**src/core/vegen_pkg.sv**
```systemverilog
package vegen_pkg;

  // ==========================================
  // Parameter ranges
  localparam logic [6:0] PARAM_MAX = 7'h63;
  localparam logic [6:0] PARAM_ZERO = 7'h00;
  localparam int LEVEL_W = 16;
  localparam logic [15:0] LEVEL_FULL = 16'hffff;

  // ==========================================
  // Key tracking: rate doubles over two octaves around the centre key
  localparam logic [6:0] KEY_CENTER = 7'h3c;
  localparam logic [6:0] KEY_SPAN = 7'h18;
  localparam logic [6:0] KEY_HALF = 7'h0c;

  // ==========================================
  // Sample tick: 40 MHz core clock, nominal 48 kHz sample rate
  localparam int CLK_HZ = 40000000;
  localparam int SAMPLE_HZ = 48000;
  localparam int TICK_CYCLES = CLK_HZ / SAMPLE_HZ;

  // ==========================================
  // Trigger modes: bit 0 is free-run, bit 1 is reset
  typedef enum logic [1:0] {
    TRIG_NORMAL = 2'b00,
    TRIG_FREERUN = 2'b01,
    TRIG_RESET = 2'b10,
    TRIG_RESET_FREERUN = 2'b11
  } vegen_trig_type;

  typedef enum logic [2:0] {
    ST_IDLE = 3'b000,
    ST_DELAY = 3'b001,
    ST_ATTACK = 3'b010,
    ST_DECAY = 3'b011,
    ST_SUSTAIN = 3'b100,
    ST_RELEASE = 3'b101
  } vegen_state_type;

endpackage

```
**src/core/vegen_core.sv**
```systemverilog
// Contract
// - After delay, ramp to maximum over attack; zero attack and delay reach maximum at once.
// - On trigger, hold output for delay time; zero delay enters attack at once.
// - After attack peak, descend toward sustain level over the decay time.
// - Sustain level 99 skips decay; level stays at maximum.
// - Sustain stage falls to zero over sustain-decay; 99 holds, 0 drops at once.
// - On release by key or pedal, fall from present level over release time.
// - Normal mode: a new note mid-cycle does not restart the envelope.
// - Normal mode: note release goes straight to release from any stage.
// - Free-run mode: whole sequence runs despite early release.
// - Reset mode: every new note restarts the sequence.
// - Reset plus free-run: restart on note and complete cycle despite release.
// - Time tracking speeds high keys, slows low keys, two octaves per doubling, not attack; the code does not track delay either.
// - Pedal on, zero delay and attack, decay 0 or sustain 99: key-up enters sustain decay.
// - Pedal on: key-up under pedal during attack skips to release.
// - Pedal on: key-up under pedal in delay keeps output 0; free-run rests in sustain decay.
// - Pedal off: sustain pedal is ignored entirely.
// - Output scaled by initial level 00 to 99.
// - Output scaled by velocity per velocity modulation; 99 full, 0 none.
// - Output contributes only with non-zero depth or when routed as a mod source.
`timescale 1ns/100ps
`default_nettype none

module vegen_core
(
  input wire logic core_clk,
  input wire logic rst,
  input wire logic clk_en,
  input wire logic note_on,
  input wire logic note_off,
  input wire logic [6:0] key_num,
  input wire logic [6:0] velocity,
  input wire logic pedal_down,
  input wire logic [6:0] attack_time,
  input wire logic [6:0] decay_time,
  input wire logic [6:0] sustain_level,
  input wire logic [6:0] release_time,
  input wire logic [6:0] delay_time,
  input wire logic [6:0] sus_decay_time,
  input wire logic [1:0] trig_mode,
  input wire logic time_track_en,
  input wire logic pedal_resp_en,
  input wire logic [6:0] init_level,
  input wire logic [6:0] vel_mod,
  input wire logic [6:0] env_depth,
  input wire logic mod_routed,
  output logic [15:0] env_out,
  output logic env_active,
  output logic [2:0] env_stage
);

  // ==========================================
  // State
  typedef struct packed {
    vegen_pkg::vegen_state_type st;
    logic [15:0] level;
    logic [15:0] delay_cnt;
    logic [15:0] tick_cnt;
    logic key_held;
    logic pedal_hold;
    logic [6:0] key;
    logic [6:0] vel;
    logic [15:0] out;
    logic active;
  } vegen_regs_type;

  vegen_regs_type r_q;
  vegen_regs_type r_d;

  // ==========================================
  // Step selection
  logic [6:0] cur_time;
  logic cur_track;
  logic [15:0] step;
  logic [15:0] sus_target;
  logic [15:0] dly_step;
  logic tick;
  logic freerun;
  logic reset_mode;
  logic quick_env;
  logic [22:0] scaled;
  logic [13:0] gain;
  logic [6:0] vel_term;
  logic [6:0] vel_clamped;

  assign freerun = trig_mode[0];
  assign reset_mode = trig_mode[1];

  // ==========================================
  // Sample tick
  // The tick runs free and is not restarted by a strike, so a stage may start up
  // to one sample late; this keeps every voice on one common sample grid
  assign tick = (r_q.tick_cnt == 16'(vegen_pkg::TICK_CYCLES - 1));

  // ==========================================
  // Stage targets
  // Sustain 99 maps to full scale, so the decay bypass lands exactly on the peak
  assign sus_target = 16'((32'(sustain_level) * 32'(vegen_pkg::LEVEL_FULL))
    / 32'(vegen_pkg::PARAM_MAX));
  assign quick_env = (delay_time == vegen_pkg::PARAM_ZERO)
    && (attack_time == vegen_pkg::PARAM_ZERO)
    && ((decay_time == vegen_pkg::PARAM_ZERO) || (sustain_level == vegen_pkg::PARAM_MAX));

  always_comb
  begin
    // Attack never follows the key; idle and delay read the delay time
    cur_track = time_track_en;
    case (r_q.st)
      vegen_pkg::ST_ATTACK:
      begin
        cur_time = attack_time;
        cur_track = 1'b0;
      end
      vegen_pkg::ST_DECAY: cur_time = decay_time;
      vegen_pkg::ST_SUSTAIN: cur_time = sus_decay_time;
      vegen_pkg::ST_RELEASE: cur_time = release_time;
      default:
      begin
        cur_time = delay_time;
        cur_track = 1'b0;
      end
    endcase
  end

  vegen_rate_lut u_lut
  (
    .time_val(cur_time),
    .track_en(cur_track),
    .key_num(r_q.key),
    .step(step)
  );

  assign dly_step = step;

  // ==========================================
  // Output gain
  // Velocity is clamped so a stray value above 99 cannot push the gain past unity
  always_comb
  begin
    vel_clamped = (r_q.vel > vegen_pkg::PARAM_MAX) ? vegen_pkg::PARAM_MAX : r_q.vel;
    vel_term = 7'((14'(vegen_pkg::PARAM_MAX - vel_mod) * 14'(vegen_pkg::PARAM_MAX)
      + 14'(vel_mod) * 14'(vel_clamped)) / 14'(vegen_pkg::PARAM_MAX));
    gain = 14'(init_level) * 14'(vel_term);
    scaled = 23'((39'(r_q.level) * 39'(gain))
      / 39'(14'(vegen_pkg::PARAM_MAX) * 14'(vegen_pkg::PARAM_MAX)));
  end

  // ==========================================
  // Next state
  always_comb
  begin
    logic key_up;
    logic sustained;
    logic release_req;
    key_up = 1'b0;
    sustained = 1'b0;
    release_req = 1'b0;
    r_d = r_q;
    r_d.tick_cnt = tick ? 16'h0000 : r_q.tick_cnt + 16'h0001;

    // A strike wins over a key-up in the same cycle
    if (note_on)
    begin
      r_d.key_held = 1'b1;
      r_d.pedal_hold = 1'b0;
      r_d.key = key_num;
      r_d.vel = velocity;
      // Normal and free-run keep the running cycle; only an idle or releasing envelope starts
      if (reset_mode || (r_q.st == vegen_pkg::ST_IDLE) || (r_q.st == vegen_pkg::ST_RELEASE))
      begin
        r_d.st = vegen_pkg::ST_DELAY;
        r_d.delay_cnt = 16'h0000;
        if (reset_mode)
          r_d.level = 16'h0000;
      end
    end
    else if (note_off && r_q.key_held)
    begin
      r_d.key_held = 1'b0;
      key_up = 1'b1;
      sustained = pedal_resp_en && pedal_down;
    end
    // Pedal let go after a sustained key-up counts as the release
    if (r_q.pedal_hold && !pedal_down && !note_on)
    begin
      r_d.pedal_hold = 1'b0;
      release_req = 1'b1;
    end

    // Pedal-held key-up: the quick case keeps sounding, a cut attack releases, a cut delay stays silent
    if (key_up)
    begin
      if (sustained)
      begin
        r_d.pedal_hold = 1'b1;
        if (quick_env && !freerun && r_q.st != vegen_pkg::ST_RELEASE)
          r_d.st = vegen_pkg::ST_SUSTAIN;
        else if (r_q.st == vegen_pkg::ST_ATTACK && !freerun)
          r_d.st = vegen_pkg::ST_RELEASE;
        else if (r_q.st == vegen_pkg::ST_DELAY && !freerun)
        begin
          r_d.st = vegen_pkg::ST_IDLE;
          r_d.level = 16'h0000;
        end
      end
      else if (!freerun)
        release_req = 1'b1;
    end
    if (release_req && !freerun && r_q.st != vegen_pkg::ST_IDLE)
      r_d.st = vegen_pkg::ST_RELEASE;

    // One level step per sample tick
    if (tick && (r_d.st == r_q.st))
    begin
      case (r_q.st)
        vegen_pkg::ST_DELAY:
        begin
          // Delay accumulates table steps and ends on wrap, so it scales like the other stages
          if (delay_time == vegen_pkg::PARAM_ZERO || (r_q.delay_cnt + dly_step < r_q.delay_cnt))
          begin
            r_d.st = vegen_pkg::ST_ATTACK;
            if (attack_time == vegen_pkg::PARAM_ZERO)
            begin
              r_d.level = vegen_pkg::LEVEL_FULL;
              r_d.st = (sustain_level == vegen_pkg::PARAM_MAX) ? vegen_pkg::ST_SUSTAIN
                : vegen_pkg::ST_DECAY;
            end
          end
          else
            r_d.delay_cnt = r_q.delay_cnt + dly_step;
        end
        vegen_pkg::ST_ATTACK:
        begin
          if (vegen_pkg::LEVEL_FULL - r_q.level <= step)
          begin
            r_d.level = vegen_pkg::LEVEL_FULL;
            r_d.st = (sustain_level == vegen_pkg::PARAM_MAX) ? vegen_pkg::ST_SUSTAIN
              : vegen_pkg::ST_DECAY;
          end
          else
            r_d.level = r_q.level + step;
        end
        vegen_pkg::ST_DECAY:
        begin
          if (r_q.level <= sus_target || r_q.level - sus_target <= step)
          begin
            r_d.level = sus_target;
            r_d.st = vegen_pkg::ST_SUSTAIN;
          end
          else
            r_d.level = r_q.level - step;
        end
        vegen_pkg::ST_SUSTAIN:
        begin
          if (sus_decay_time == vegen_pkg::PARAM_MAX)
            r_d.level = r_q.level;
          else if (sus_decay_time == vegen_pkg::PARAM_ZERO || r_q.level <= step)
            r_d.level = 16'h0000;
          else
            r_d.level = r_q.level - step;
          // Free-run ends once the key is gone and sustain decay has run out
          if (freerun && !r_q.key_held && !r_q.pedal_hold && r_d.level == 16'h0000)
            r_d.st = vegen_pkg::ST_IDLE;
        end
        vegen_pkg::ST_RELEASE:
        begin
          if (r_q.level <= step)
          begin
            r_d.level = 16'h0000;
            r_d.st = vegen_pkg::ST_IDLE;
          end
          else
            r_d.level = r_q.level - step;
        end
        default:
          r_d.level = 16'h0000;
      endcase
    end

    if ((env_depth != vegen_pkg::PARAM_ZERO) || mod_routed)
      r_d.out = scaled[15:0];
    else
      r_d.out = 16'h0000;
    // Registered so env_active lines up with env_stage and never glitches
    r_d.active = (r_d.st != vegen_pkg::ST_IDLE);
  end

  // ==========================================
  // Registers
  // Clock enable low freezes every field, the tick counter included
  always_ff @(posedge core_clk or posedge rst)
  begin
    if (rst)
      r_q <= '{st: vegen_pkg::ST_IDLE, default: '0};
    else if (clk_en)
      r_q <= r_d;
  end

  assign env_out = r_q.out;
  assign env_active = r_q.active;
  assign env_stage = r_q.st;

endmodule
`default_nettype wire

```
**src/core/vegen_rate_lut.sv**
```systemverilog
`timescale 1ns/100ps
`default_nettype none

// Maps a 00-99 time value and a key to a per-sample level step.
// Small values give large steps; 0 gives a full-scale jump unless tracking is on and the key is below the centre.
module vegen_rate_lut
(
  input wire logic [6:0] time_val,
  input wire logic track_en,
  input wire logic [6:0] key_num,
  output logic [15:0] step
);

  logic [15:0] base;
  logic [6:0] inv;
  logic [16:0] tracked;
  logic [16:0] frac;

  always_comb
  begin
    // Exponential-ish curve: mantissa and shift from the inverted time
    inv = vegen_pkg::PARAM_MAX - time_val;
    if (time_val == vegen_pkg::PARAM_ZERO)
      base = vegen_pkg::LEVEL_FULL;
    else
      // Mantissa runs 16 to 31 so one octave of steps joins the next without a dip
      base = 16'({11'h000, 1'b1, inv[3:0]} << inv[6:4]);
    frac = 17'h00000;
    tracked = {1'b0, base};
    if (track_en)
    begin
      // Linear approximation of 2^(octave/2) across +-two octaves
      if (key_num >= vegen_pkg::KEY_CENTER)
      begin
        if (key_num - vegen_pkg::KEY_CENTER >= vegen_pkg::KEY_SPAN)
          tracked = {base, 1'b0};
        else
          tracked = 17'(base) + 17'((32'(base) * 32'(key_num - vegen_pkg::KEY_CENTER))
                    / 32'(vegen_pkg::KEY_SPAN));
      end
      else
      begin
        frac = 17'((32'(base) * 32'(vegen_pkg::KEY_CENTER - key_num))
               / 32'({vegen_pkg::KEY_SPAN, 1'b0}));
        if (vegen_pkg::KEY_CENTER - key_num >= vegen_pkg::KEY_SPAN)
          tracked = {2'b00, base[15:1]};
        else
          tracked = 17'(base) - frac;
      end
    end
    if (tracked[16])
      step = vegen_pkg::LEVEL_FULL;
    else if (tracked[15:0] == 16'h0000)
      step = 16'h0001;
    else
      step = tracked[15:0];
  end

endmodule
`default_nettype wire

```
**config.mk**
```make
export PLATFORM = sky130hd
export DESIGN_NAME = vegen_core
export DESIGN_NICKNAME = d
export VERILOG_FILES = /design/src/core/vegen_pkg.sv /design/src/core/vegen_core.sv /design/src/core/vegen_rate_lut.sv
export SDC_FILE = /design/constraint.sdc
export NUM_CORES = 2
export LEC_CHECK = 0
export BUFFER_PORTS_ARGS = -buffer_cell sky130_fd_sc_hd__clkbuf_2
export CAP_MARGIN = 25
export CORE_MARGIN = 4
export CORE_UTILIZATION = 61
export DETAILED_ROUTE_END_ITERATION = 8
export HOLD_SLACK_MARGIN = 0.15
export PLACE_DENSITY_LB_ADDON = 0.3
export SYNTH_ARGS = -nofsm -noshare
export SYNTH_HDL_FRONTEND = slang
export SYNTH_SLANG_ARGS = --single-unit
export TNS_END_PERCENT = 100
```
**constraint.sdc**
```tcl
create_clock -name core_clk -period 41.7 [get_ports core_clk]
set_input_delay 0 -clock core_clk [delete_from_list [all_inputs] [get_ports core_clk]]
set_output_delay 0 -clock core_clk [all_outputs]
set_load 0.01 [all_outputs]
```
; ---- After elaboration in Yosys (flattened, before gate mapping)
; Index checks and enable logic that the tools add are counted.
[op_classes]
addsub = 15
mul = 7
div_mod_pow = 5
magnitude_cmp = 9
eq_ne = 10
shifts = 1
n_mux = 56
n_reduce_logical = 43
[op_table]
columns = cell, n
row1 = 2-to-1 mux 16 bit, 17
row2 = 2-to-1 mux 35 bit, 3
row3 = 2-to-1 mux 19 bit, 5
row4 = case mux 16 bit (5 select lines), 1
row5 = 2-to-1 mux 17 bit, 4
row6 = less-or-equal comparator 16 bit, 4
row7 = multiplier 16 x 32 -> 32 bit, 2
row8 = "divider 30 x 14 -> 39 bit, second input constant", 1
row9 = zero test 7 bit, 5
row10 = adder 16 bit, 2
row11 = "divider 23 x 7 -> 32 bit, second input constant", 1
row12 = "divider 32 x 5 -> 32 bit, second input constant", 1
row13 = "divider 32 x 6 -> 32 bit, second input constant", 1
row14 = zero test 16 bit, 2
row15 = subtractor 16 bit, 2
row16 = multiplier 16 x 14 -> 30 bit, 1
row17 = multiplier 7 x 7 -> 14 bit, 2
row18 = case mux 7 bit (4 select lines), 1
row19 = 2-to-1 mux 3 bit, 8
row20 = "multiplier 7 x 16 -> 23 bit, second input constant", 1
row21 = adder 16 x 17 -> 17 bit, 1
row22 = subtractor 16 x 17 -> 17 bit, 1
row23 = "adder 16 x 1 -> 16 bit, second input constant", 1
row24 = "equality test 16 x 10 -> 1 bit, second input constant", 1
row25 = other kinds (34), 78
[word_totals]
reg_bits = 84
wordCells = 156

; ---- Logic depth before layout (Yosys ltp)
[logic_depth]
ltp_word = 26
depth_mapped = 196

; ---- Modules after synthesis
; Synthesis repeated with hierarchy kept, for this count alone.
[unflattened]
cells_unflattened = 7361
hier_area_um2 = 54989.0
[modules_own_cells]
columns = module, instances, cells_each, area_per_inst_um2
row1 = vegen_core, 1, 5052, 37729.9
row2 = vegen_rate_lut, 1, 2309, 17259.1

; ---- Worst setup path after synthesis
; OpenSTA, ideal clock, no wires.
[synth_timing]
path_kind = reg-to-reg
start = register r_q[22] (netlist name)
end = register r_q, in the netlist env_out[0]
setup_time_ps = 162
arrival_time_ps = 40600
required_ps = 41538
path_slack_ps = 938
path_stages_with_launch = 180
n_path_buf = 11
cell_sequence = dfrtp_1 clkbuf_1 nand2_1 clkbuf_1 and3_1 fa_1 ha_1 inv_1 fa_1 fa_1 inv_1 fa_1 inv_1 fa_1 inv_1 ha_1 a21o_1 a21oi_1 [144 not listed] a311o_1 nand2_1 o21ai_2 a311o_1 a31oi_1 o21ai_2 a21boi_4 o21ai_4 a211oi_2 xor2_1 nor4_2 o21a_2 o21ai_2 and2_4 o31ai_2 a21boi_0 o21a_1 o221ai_1
[synth_via]
elab_chain_len = 9
[synth_rtl]
columns = item, line_no
row1 = start: declaration, vegen_core.sv:67  ; vegen_regs_type r_q;
row2 = start signal: assignment, vegen_core.sv:296  ; r_q <= r_d;
row3 = > comparator 7 bit, vegen_core.sv:140  ; vel_clamped = (r_q.vel > vegen_pkg::PARAM_MAX) ? vegen_pkg::PARAM_MAX : r_q.vel;
row4 = 2-to-1 mux 7 bit *, vegen_core.sv:140
row5 = multiplier 7 x 7 -> 14 bit *, vegen_core.sv:142  ; + 14'(vel_mod) * 14'(vel_clamped)) / 14'(vegen_pkg::PARAM_MAX));
row6 = adder 14 bit *, vegen_core.sv:142
row7 = divider 14 x 7 -> 14 bit *, vegen_core.sv:142
row8 = multiplier 7 x 7 -> 14 bit *, vegen_core.sv:143  ; gain = 14'(init_level) * 14'(vel_term);
row9 = multiplier 16 x 14 -> 30 bit *, vegen_core.sv:144  ; scaled = 23'((39'(r_q.level) * 39'(gain))
row10 = divider 30 x 14 -> 39 bit *, vegen_core.sv:145  ; / 39'(14'(vegen_pkg::PARAM_MAX) * 14'(vegen_pkg::PARAM_MAX)));
row11 = 2-to-1 mux 16 bit *, vegen_core.sv:280  ; if ((env_depth != vegen_pkg::PARAM_ZERO) || mod_routed)
; Mark *: on every way between the ends. The rest lies on a longest branch, timed or not.
; A chain may end at the register's enable or synchronous reset.

; ---- Worst setup path after layout
; Same ends and word-level chain as after synthesis.

==> flow_summary.toml <==
[run_status]
status = "finished, final reports clean"

[timing]
period_share_pct = 97.17
max_freq_ghz = 0.02468
hold_viol = 0
worstMarginPinSlew_ns = 1.094
slew_violations = 0
finalClockSkew_ns = 0.02392
setup_tns_ns = 0
final-setup-viol-count = 0
slew_headroom_pct = 26.27
post-route-min-period_ns = 40.52
worst_slack_ns = 1.178

[cts]
cts_tree = "built"
root_buffer = "clkbuf_16"
clk_pin_slew_ns = 0.10
htreeDepth = 3
cts.path.max_buffers = 2
clock-sinks = 84
numCtsBuffers = 9
clk_latency_ns = 0.43

[global_route]
grt_pass1_wl_mm = 246.5
grt_overflow = 0
first_global_vias = 49930
antenna_found_initial = 2
grt_max_degree = 56
grt_util_all_layers_pct = 31.15

[synthesis]
syn_area_um2 = 54050
yosys_register_bits = 84
synth-main-ff-cell = "dfrtp_1"
seq_area_frac_synth_pct = 3.889
ys_warn_count = 0
synth_area_per_cell_um2 = 7.680
ys_types = 148
netlist_instances = 7038
async_flop_share_pct = 100.0
synth_edf_count = 0
synth_nets = 8212

[placed_design]
pre_cts_slack_ns = -1.059
gp_congestion = 0.9486
dp.cells = 8268
place_area_um2 = 56540
portBuffers = 107
hpwlAfterDp_mm = 120.4

[worst_setup_path]
cp-end-kind = "flip-flop"
r2r_slack_ns = 1.18
cp_common_cell = "fa_1"
slowest_stage = "or4b_2"
slowest_delay_ns = 0.61
critPathMaxFanout = 12
cp_data_arrival_time_ns = 40.80
required_ns = 41.98
critPathLaunchType = "flip-flop"
path_class = "flip-flop to flip-flop"

[job]
cap_violations = 0

[route]
dr.pass1.iters = 7
wl_mm = 153.0
num_vias = 51890
wl_per_cell_um = 18.19
drt_iter0_drc = 3999
viasPerCell = 6.168
drtAntennaViolNets = 0
post-route-drc-count = 0

[finish]
stdcell_area_um2 = 59720
num-fill-cells = 7266
fin_nets = 8425
fin_cells = 8412
area_growth_syn_to_layout_pct = 10.48
layout-drive-gt1-share_pct = 12.82

[floorplanning]
start_util_pct = 61.92
io-pin-count = 108
die_y_um = 305.7
core-area_um2 = 87290
placementRows = 108
dieArea_um2 = 93440
die_x_um = 305.7

[worst_hold_path]
hold_path_class = "input pin to async pin"
## routing by layer
layer	GRT usage (%)	vias up	part of all wire [%]
met5	0	-	0.0091
met4	11.41	2	4.0
met3	4.085	407	6.7
met2	52.97	1970	48
met1	40.72	24960	41
li1	-	24550	-
## worst paths after layout
kind	cells after the start	start	end
worst min register to register	1	r_q[48]	r_q[48]
max in group asynchronous	4	rst	env_out[1]
worst max register to register	182	r_q[22]	env_out[0]
worst min-delay path	3	rst	env_out[14]
min in group core_clk	5	mod_routed	env_out[5]
worst max-delay path	182	r_q[22]	env_out[0]
## timing repair
action / in CTS / in global routing
pin swaps: 6 / 115
setup buffers: 6 / 94
hold buffers: 21 / 0
gates resized for setup: 40 / 310
setup endpoints to repair: 2 / 4
hold endpoints to repair: 54 / 0
cloned: 0 / 3
## metrics by stage
stage	hold slack, ns	util (%)
after global placement	0.1284	64.71
final	0.2241	68.41
after global routing	0.2634	68.41
after floorplan	0.1506	-
after detailed placement	0.1330	64.76
after CTS	0.2237	65.66
## layout make-up
cell class | instances | area (um^2) | share of cell area [%]
Tap cell | 1155 | 1445 | 2.420
Clock inverter | 7 | 78.83 | 0.1320
Antenna cell | 1 | 2.502 | 0.004190
Timing Repair Buffer | 442 | 3164 | 5.299
Multi-Input combinational cell | 5738 | 49030 | 82.11
Sequential cell | 84 | 2105 | 3.524
Clock buffer | 9 | 225.2 | 0.3771
Inverter | 976 | 3666 | 6.139
## synthesized netlist by cell type, types with 129 or more instances
| master | number | share of area (%) |
|---|---|---|
| and2_1 | 167 | 1.9 |
| nand3_1 | 129 | 1.2 |
| inv_1 | 962 | 6.7 |
| o21ai_0 | 306 | 2.8 |
| nor2_1 | 580 | 4.0 |
| nand2_1 | 678 | 4.7 |
| fa_1 | 586 | 22 |
| nor3_1 | 132 | 1.2 |
| ha_1 | 500 | 12 |
| xor2_1 | 152 | 2.5 |
| a21oi_1 | 470 | 4.4 |
| xnor2_1 | 371 | 6.0 |
| clkbuf_1 | 166 | 1.2 |
## placed cells by master, fill, tap and decap left out, drive strengths merged, types with 23 or more instances in the layout
| cell | n |
|---|---|
| o21ai | 359 |
| buf | 314 |
| inv | 972 |
| nor2b | 60 |
| dfrtp | 84 |
| nand3 | 129 |
| or3 | 37 |
| o22ai | 34 |
| a21boi | 26 |
| a22oi | 33 |
| a21o | 78 |
| nor3 | 139 |
| o21bai | 97 |
| ha | 500 |
| a22o | 37 |
| nor4 | 40 |
| nor2 | 581 |
| o2bb2ai | 23 |
| o211ai | 61 |
| fa | 586 |
| mux2 | 44 |
| and2 | 172 |
| o21a | 56 |
| a21oi | 483 |
| maj3 | 30 |
| and3 | 58 |
| xor2 | 153 |
| xnor2 | 379 |
| a211oi | 67 |
| nand4 | 46 |
| nand2 | 681 |
| or2 | 53 |
| o221ai | 40 |
| clkbuf | 116 |
| nand2b | 94 |
| a31oi | 72 |
| o31ai | 40 |
| mux2i | 91 |
## sequential cells by signal, summed over array words and instances, names as in the netlist
| register | cells |
|---|---|
| r_q | 64 |
| env_out | 16 |
| env_stage | 3 |
| env_active | 1 |
## logic make-up (layout without fill, tap and decap cells)
family	after synthesis	in the layout	share of synthesized area (%)
buffers and inverters	1217	1434	8.856
AO/OA/AOI/OAI	1800	1801	23.15
flip-flops	84	84	3.889
AND/OR/NAND/NOR	2153	2153	18.86
adder cells (fa/ha/maj)	1116	1116	33.83
multiplexers	135	135	2.637
XOR/XNOR	532	532	8.766
other	1	2	0.006938
## critical path, delay by kind of cell (launching register included)
family,cells,cell delay (ns)
AO/OA/AOI/OAI,79,15.56
adder cells (fa/ha/maj),21,9.47
AND/OR/NAND/NOR,45,8.35
buffers and inverters,23,3.01
multiplexers,6,1.90
XOR/XNOR,8,1.60
flip-flops,1,0.45
Power is left out: the tool's default activity adds up to more than one toggle a clock period on the data nets, which glitch-free logic cannot reach.
